`config.mk`:
```
export PLATFORM = sky130hd
export DESIGN_NAME = pmc_mode_ctrl
export DESIGN_NICKNAME = d
export VERILOG_FILES = /design/src/pmc_pkg.sv /design/src/pmc_regfile.sv /design/src/pmc_mode_ctrl.sv
export SDC_FILE = /design/constraint.sdc
export NUM_CORES = 1
export LEC_CHECK = 0
export ABC_AREA = 0
export BUFFER_PORTS_ARGS = -buffer_cell sky130_fd_sc_hd__buf_2
export CORE_MARGIN = 5
export CORE_UTILIZATION = 45
export DETAILED_ROUTE_END_ITERATION = 16
export SYNTH_ARGS = -nofsm -noshare
export SYNTH_HDL_FRONTEND = slang
export SYNTH_SLANG_ARGS = --single-unit
```
`constraint.sdc`:
```
create_clock -name core_clk -period 3.06 [get_ports core_clk]
set_input_delay 0.306 -clock core_clk [delete_from_list [all_inputs] [get_ports core_clk]]
set_output_delay 0.306 -clock core_clk [all_outputs]
set_load 0.01 [all_outputs]
```
`src/pmc_pkg.sv`:
```
// shared types and constants for the privilege mode control block
package pmc_pkg;
	localparam int REG_W = 32;
	localparam int REG_CNT = 16;
	localparam logic [3:0] SP_IDX = 4'hD;
	localparam int CTRL_USER_BIT = 0;
	localparam int CTRL_STK_BIT = 1;
	localparam logic [1:0] CTRL_RST = 2'h0;
	localparam logic [REG_W-1:0] SP_RST = 32'h00000000;
	localparam logic [REG_W-1:0] SP_ALIGN_MASK = 32'hFFFFFFFC;

	// access class of the instruction being executed
	typedef struct packed {
		logic valid;
		logic priv_only;
		logic ctrl_wr;
		logic [1:0] ctrl_data;
	} pmc_req_t;

	// core register write port
	typedef struct packed {
		logic en;
		logic [3:0] idx;
		logic [REG_W-1:0] data;
	} pmc_wr_t;

	typedef enum logic [1:0] {PMC_PRIV_THREAD, PMC_USER_THREAD, PMC_PRIV_HANDLER} pmc_state_t;
endpackage

```
`src/pmc_regfile.sv`:
```
// sixteen-word core register file with banked stack pointer
`timescale 1ns/1ps
module pmc_regfile #(
	parameter int W = pmc_pkg::REG_W,
	parameter int N = pmc_pkg::REG_CNT
) (
	input wire logic core_clk,
	input wire logic rst_n,
	input wire pmc_pkg::pmc_wr_t wr,
	input wire logic use_psp,
	input wire logic [3:0] rd_idx,
	output logic [W-1:0] rd_data,
	output logic [W-1:0] main_stack_pointer,
	output logic [W-1:0] process_stack_pointer
);
	import pmc_pkg::*;
	logic [W-1:0] regs_r [N];
	logic [W-1:0] regs_nxt [N];
	logic [W-1:0] msp_r, msp_nxt, psp_r, psp_nxt;

	// writes to r13 land in whichever stack pointer is active
	always_comb begin
		regs_nxt = regs_r;
		msp_nxt = msp_r;
		psp_nxt = psp_r;
		if (wr.en) begin
			if (wr.idx == SP_IDX) begin
				if (use_psp) begin // RQ10
					psp_nxt = wr.data & SP_ALIGN_MASK;
				end else begin
					msp_nxt = wr.data & SP_ALIGN_MASK;
				end
			end else begin
				regs_nxt[wr.idx] = wr.data; // RQ7
			end
		end
	end

	always_ff @(posedge core_clk or negedge rst_n) begin
		if (!rst_n) begin
			for (int i = 0; i < N; i++) begin
				regs_r[i] <= '0;
			end
			msp_r <= SP_RST;
			psp_r <= SP_RST;
		end else begin
			regs_r <= regs_nxt;
			msp_r <= msp_nxt; // RQ6
			psp_r <= psp_nxt;
		end
	end

	// read data registered, as data outputs come from flops
	always_ff @(posedge core_clk or negedge rst_n) begin
		if (!rst_n) begin
			rd_data <= '0;
		end else if (rd_idx == SP_IDX) begin
			rd_data <= use_psp ? psp_nxt : msp_nxt;
		end else begin
			rd_data <= regs_nxt[rd_idx];
		end
	end

	assign main_stack_pointer = msp_r;
	assign process_stack_pointer = psp_r;
endmodule

```
`src/pmc_mode_ctrl.sv`:
```
// privilege level and execution mode tracker with stack select and access fault
`timescale 1ns/1ps
// Behaviour
// (RQ1) handler mode exists only at the privileged level, so only three states are legal.
// (RQ2) at user level a restricted access is blocked and raises a fault.
// (RQ3) at privileged level every access is allowed with no privilege fault.
// (RQ4) exception service runs in privileged handler mode, otherwise thread mode.
// (RQ5) a privileged-only instruction decoded at user level does not complete and faults.
// (RQ6) two separate stack pointers, main and process, are kept.
// (RQ7) the sixteen core registers are each 32 bits wide.
// (RQ8) control bit 0 selects privileged (0) or user (1) thread mode.
// (RQ9) control bit 1 selects main (0) or process (1) stack and reads 0 in handler mode.
// (RQ10) the process stack is used only at user level in thread mode.
// (RQ11) reset gives privileged thread mode, main stack and control cleared.
module pmc_mode_ctrl (
	input wire logic core_clk,
	input wire logic rst_n,
	input wire logic exc_entry,
	input wire logic exc_return,
	input wire pmc_pkg::pmc_req_t req,
	input wire pmc_pkg::pmc_wr_t reg_wr,
	input wire logic [3:0] rd_idx,
	output logic [pmc_pkg::REG_W-1:0] rd_data,
	output logic [pmc_pkg::REG_W-1:0] main_stack_pointer,
	output logic [pmc_pkg::REG_W-1:0] process_stack_pointer,
	output logic [1:0] ctrl_value,
	output pmc_pkg::pmc_state_t state,
	output logic handler_mode,
	output logic user_level,
	output logic use_psp,
	output logic grant,
	output logic fault
);
	import pmc_pkg::*;
	pmc_state_t state_r, state_nxt;
	logic [1:0] ctrl_r, ctrl_nxt;
	logic fault_r, fault_nxt;
	logic blocked;
	pmc_wr_t wr_gated;

	// a restricted request at user level is blocked; privileged level never blocks
	assign blocked = req.valid && req.priv_only && (state_r == PMC_USER_THREAD); // RQ2 RQ3 RQ5
	assign grant = req.valid && !blocked;

	// level and mode transitions; handler is entered only as privileged
	always_comb begin
		state_nxt = state_r;
		ctrl_nxt = ctrl_r;
		fault_nxt = blocked; // RQ2
		if (exc_entry) begin
			state_nxt = PMC_PRIV_HANDLER; // RQ4 RQ1
		end else if (exc_return && state_r == PMC_PRIV_HANDLER) begin
			state_nxt = ctrl_r[CTRL_USER_BIT] ? PMC_USER_THREAD : PMC_PRIV_THREAD; // RQ4 RQ8
		end else if (req.valid && req.ctrl_wr && !blocked) begin
			// blocked writes never reach control; a user write without priv_only can still regain privilege
			ctrl_nxt = req.ctrl_data;
			if (state_r == PMC_PRIV_HANDLER) begin
				ctrl_nxt[CTRL_STK_BIT] = 1'b0; // RQ9
			end else begin
				state_nxt = req.ctrl_data[CTRL_USER_BIT] ? PMC_USER_THREAD : PMC_PRIV_THREAD; // RQ8
			end
		end
		case (state_nxt)
			PMC_PRIV_THREAD, PMC_USER_THREAD, PMC_PRIV_HANDLER: begin
			end
			default: begin
				state_nxt = PMC_PRIV_THREAD; // RQ1
			end
		endcase
	end

	always_ff @(posedge core_clk or negedge rst_n) begin
		if (!rst_n) begin
			state_r <= PMC_PRIV_THREAD; // RQ11
			ctrl_r <= CTRL_RST;
			fault_r <= 1'b0;
		end else begin
			state_r <= state_nxt;
			ctrl_r <= ctrl_nxt;
			fault_r <= fault_nxt;
		end
	end

	// stack choice: process stack only for user thread with bit 1 set
	assign use_psp = (state_r == PMC_USER_THREAD) && ctrl_r[CTRL_STK_BIT]; // RQ10 RQ9
	assign handler_mode = (state_r == PMC_PRIV_HANDLER);
	assign user_level = (state_r == PMC_USER_THREAD);
	assign ctrl_value = handler_mode ? {1'b0, ctrl_r[CTRL_USER_BIT]} : ctrl_r; // RQ9
	assign state = state_r;
	assign fault = fault_r;

	// a blocked instruction must not retire its register write
	always_comb begin
		wr_gated = reg_wr;
		wr_gated.en = reg_wr.en && !blocked; // RQ5
	end

	pmc_regfile #(.W(REG_W), .N(REG_CNT)) u_regs (
		.core_clk(core_clk),
		.rst_n(rst_n),
		.wr(wr_gated),
		.use_psp(use_psp),
		.rd_idx(rd_idx),
		.rd_data(rd_data),
		.main_stack_pointer(main_stack_pointer),
		.process_stack_pointer(process_stack_pointer)
	);
endmodule

```
==> flow_summary.toml <==
[floorplanning]
initial_core_util = 0.4515
row_count = 90
io_pins = 155
core_um2 = 60020
die_x_um = 255.4
dieHeight_um = 255.4
die_area_um2 = 65230

[sta]
setup_tns_ns = 0
slew_viol_final = 0
worst_pin_slew_ns = 0.8975
fmax_mhz = 339.8
period_minus_slack_ns = 2.943
timing.hold.ws_ns = 0.06204
final.setup_skew_ns = 0.01731
worst_slack_ns = 0.1169
relSlewSlack = 0.3997
fin_crit_sh = 0.9618
rsz0062_at_grt = "no"
hold_viol = 0
finalSetupViolCount = 0

[yosys]
syn-mean-instance-area_um2 = 11.89
ys.flop_type = "dfrtp_1"
synth.top_cell.area_share = 0.5577
synthArstFlopShare = 1.000
yosysUniqueCellTypes = 76
synth.cell_area_um2 = 27100
synth_edf_count = 0
syn-num-nets = 2330
yosys-top-cells-area = "dfrtp_1 56%, mux2_2 12%, mux4_2 5.3%, nand2_1 5.0%, o21ai_0 4.4%"
synth.largest_area_cell = "dfrtp_1"
synth-seq-cells = 604
yosysSeqAreaShare = 0.5577
syn_inst = 2280
synth_warnings = 0

[cts]
clk_latency_ns = 0.59
cts_buffers = 66
cts-root-buf = "clkbuf_16"
htreeDepth = 3
clock_path_buffers = 3
path_clk_slew_ns = 0.06
clock_sinks = 604
cts_tree = "built"

[worst_setup_path]
r2r_cells = 8
crit_arrival_ns = 3.45
path_class = "reg2reg"
endpoint = "u_regs.rd_data[14]"
cp-startpoint = "state[1]"
critPathMaxFanout = 25
startpoint_type = "flop"
cp-end-kind = "flop"
ff2ff_setup_slack_ns = 0.12
r2r-start = "state[1]"
r2r-end = "u_regs.rd_data[14]"
worstPathRequired_ns = 3.56

[min_path]
hold_path.class = "in2reg"

[grt]
track_usage = 0.2382
overflow = 0
antenna_found_initial = 2
grt_pass1_vias = 19520
grt_pass1_wl_um = 121900
grt_max_degree = 152

[layout]
drive_gt1_frac = 0.3191
final_cell_mix = "604 x dfrtp_1, 360 x nand2_1, 287 x mux2_2"
nNetsFinal = 2457
area_growth_pct = 15.65
fillers = 5150
layout_commonest_cell = "dfrtp_1"
fin_area_um2 = 31340

[power_and_ir_drop]
powerDensity_nw_per_um2 = 702.7
comb_power_share = 0.179
leakage_uw = 0.01427
swShare = 0.2664
power_uw = 22020
power_frac_clock = 0.365
p_switching_uw = 5866
internal_power_uw = 16160
ir_worst_vdd_v = 0.0003625
power_frac_seq = 0.456

[placement]
hpwl_um = 52870
dp_slack_ns = -0.2141
port-buffer-count = 154
placed_cell_area_um2 = 29040
gp_congestion = 0.8298

[routing]
vias = 18840
drt_pass1_iterations = 5
vias_per_cell = 5.813
avgRoutedWirePerCell_um = 24.48
drc_errors = 0
detail_route.iter0.violations = 1579
ant_nets = 0
routed_wirelength_um = 79340

[outcome]
status = "completed"

[job]
drv_cap = 0
## synthesized netlist by cell type (all sizes together), types with 4 or more instances
cell and instances:
o21ba 12, o211ai 53, o2111ai 11, clkbuf 136
mux2i 57, o31a 4, a221oi 16, nand2b 9
o32ai 12, nor2 92, inv 12, o22a 6
a21o 4, o221ai 14, o21ai 247, nand3 13
or2 5, o22ai 13, mux4 64, and2 5
a2bb2oi 11, nor4 4, buf 80, a22oi 7
a31oi 12, nor3 19, dfrtp 604, o31ai 6
nand2 360, or3 14, a21oi 19, a211oi 9
mux2 303
## cells by family after synthesis
family          after synthesis  share of synthesized area
xor+xnor                      2                  0.0006465
mux                         424                     0.2028
flops                       604                     0.5577
buf+inv                     229                    0.03989
compound gates              482                     0.1142
simple gates                539                    0.08472
## worst max-delay path, stage by stage (launching register included)
cell       delay (ns)
dfrtp_1          0.42
nand4b_4         0.20
inv_4            0.15
or3_2            0.60
buf_4            0.27
o21ai_0          0.29
o221ai_1         0.19
a221oi_1         0.52
a2bb2oi_1        0.19
## state kept, by name, indices dropped and copies added, names as in the netlist
register / count
u_regs.main_stack_pointer: 32
fault: 1
u_regs.rd_data: 32
state: 2
ctrl_r: 2
u_regs.regs_r: 503
u_regs.process_stack_pointer: 32
## how the worst min path moves through the flow
stage | from | endpoint | depth (start not counted) | slack, ns
after global routing | req[2] | ctrl_r[1] | 3 | 0.06
after CTS | req[2] | ctrl_r[1] | 3 | 0.03
after global placement | rst_n | u_regs.regs_r[147] | 1 | 0.15
after detailed placement | rst_n | u_regs.regs_r[147] | 1 | 0.15
after floorplan | rst_n | ctrl_r[0] | 0 | 0.01
final | req[2] | ctrl_r[1] | 3 | 0.06
## timing repair
item                       CTS  global route
gates resized for setup      1             5
hold endpoints to repair   185             0
hold buffers                 5             0
setup buffers                0             0
setup endpoints to repair    1             6
pin swaps                    0             2
## power by group through the flow
stage	logic [µW]	registers [µW]	clock network (µW)
floorplan	2560	10100	0
global placement	3770	10100	0
detailed placement	3900	10200	0
CTS	3930	10000	8180
global route	4340	10200	8510
finish	3950	10000	8040
## routing by layer
layer	vias up	global-route usage	wire length (µm)
met1	9786	0.3416	35970
met5	-	0	0
met4	0	0.06793	1672
met2	536	0.3735	37000
met3	106	0.04779	4705
li1	8412	-	-
## per-stage QoR
stage / utilization / instances
global placement: 0.4839 / 3116
floorplan: - / 2280
finish: 0.5222 / 3241
detailed placement: 0.4839 / 3116
CTS: 0.5216 / 3239
global route: 0.5222 / 3241
## area by class of cell
cell class	count	area [µm²]	share of cell area
tap	782	978.4	0.03122
inverter	13	51.30	0.001637
sequential	604	15110	0.4823
clock buffer	107	2125	0.06779
timing repair buffer	275	2009	0.06412
multi-input combinational	1447	10970	0.3502
clock inverter	11	82.58	0.002635
antenna	2	5.005	0.0001597
(Power assumes the default switching activity.)
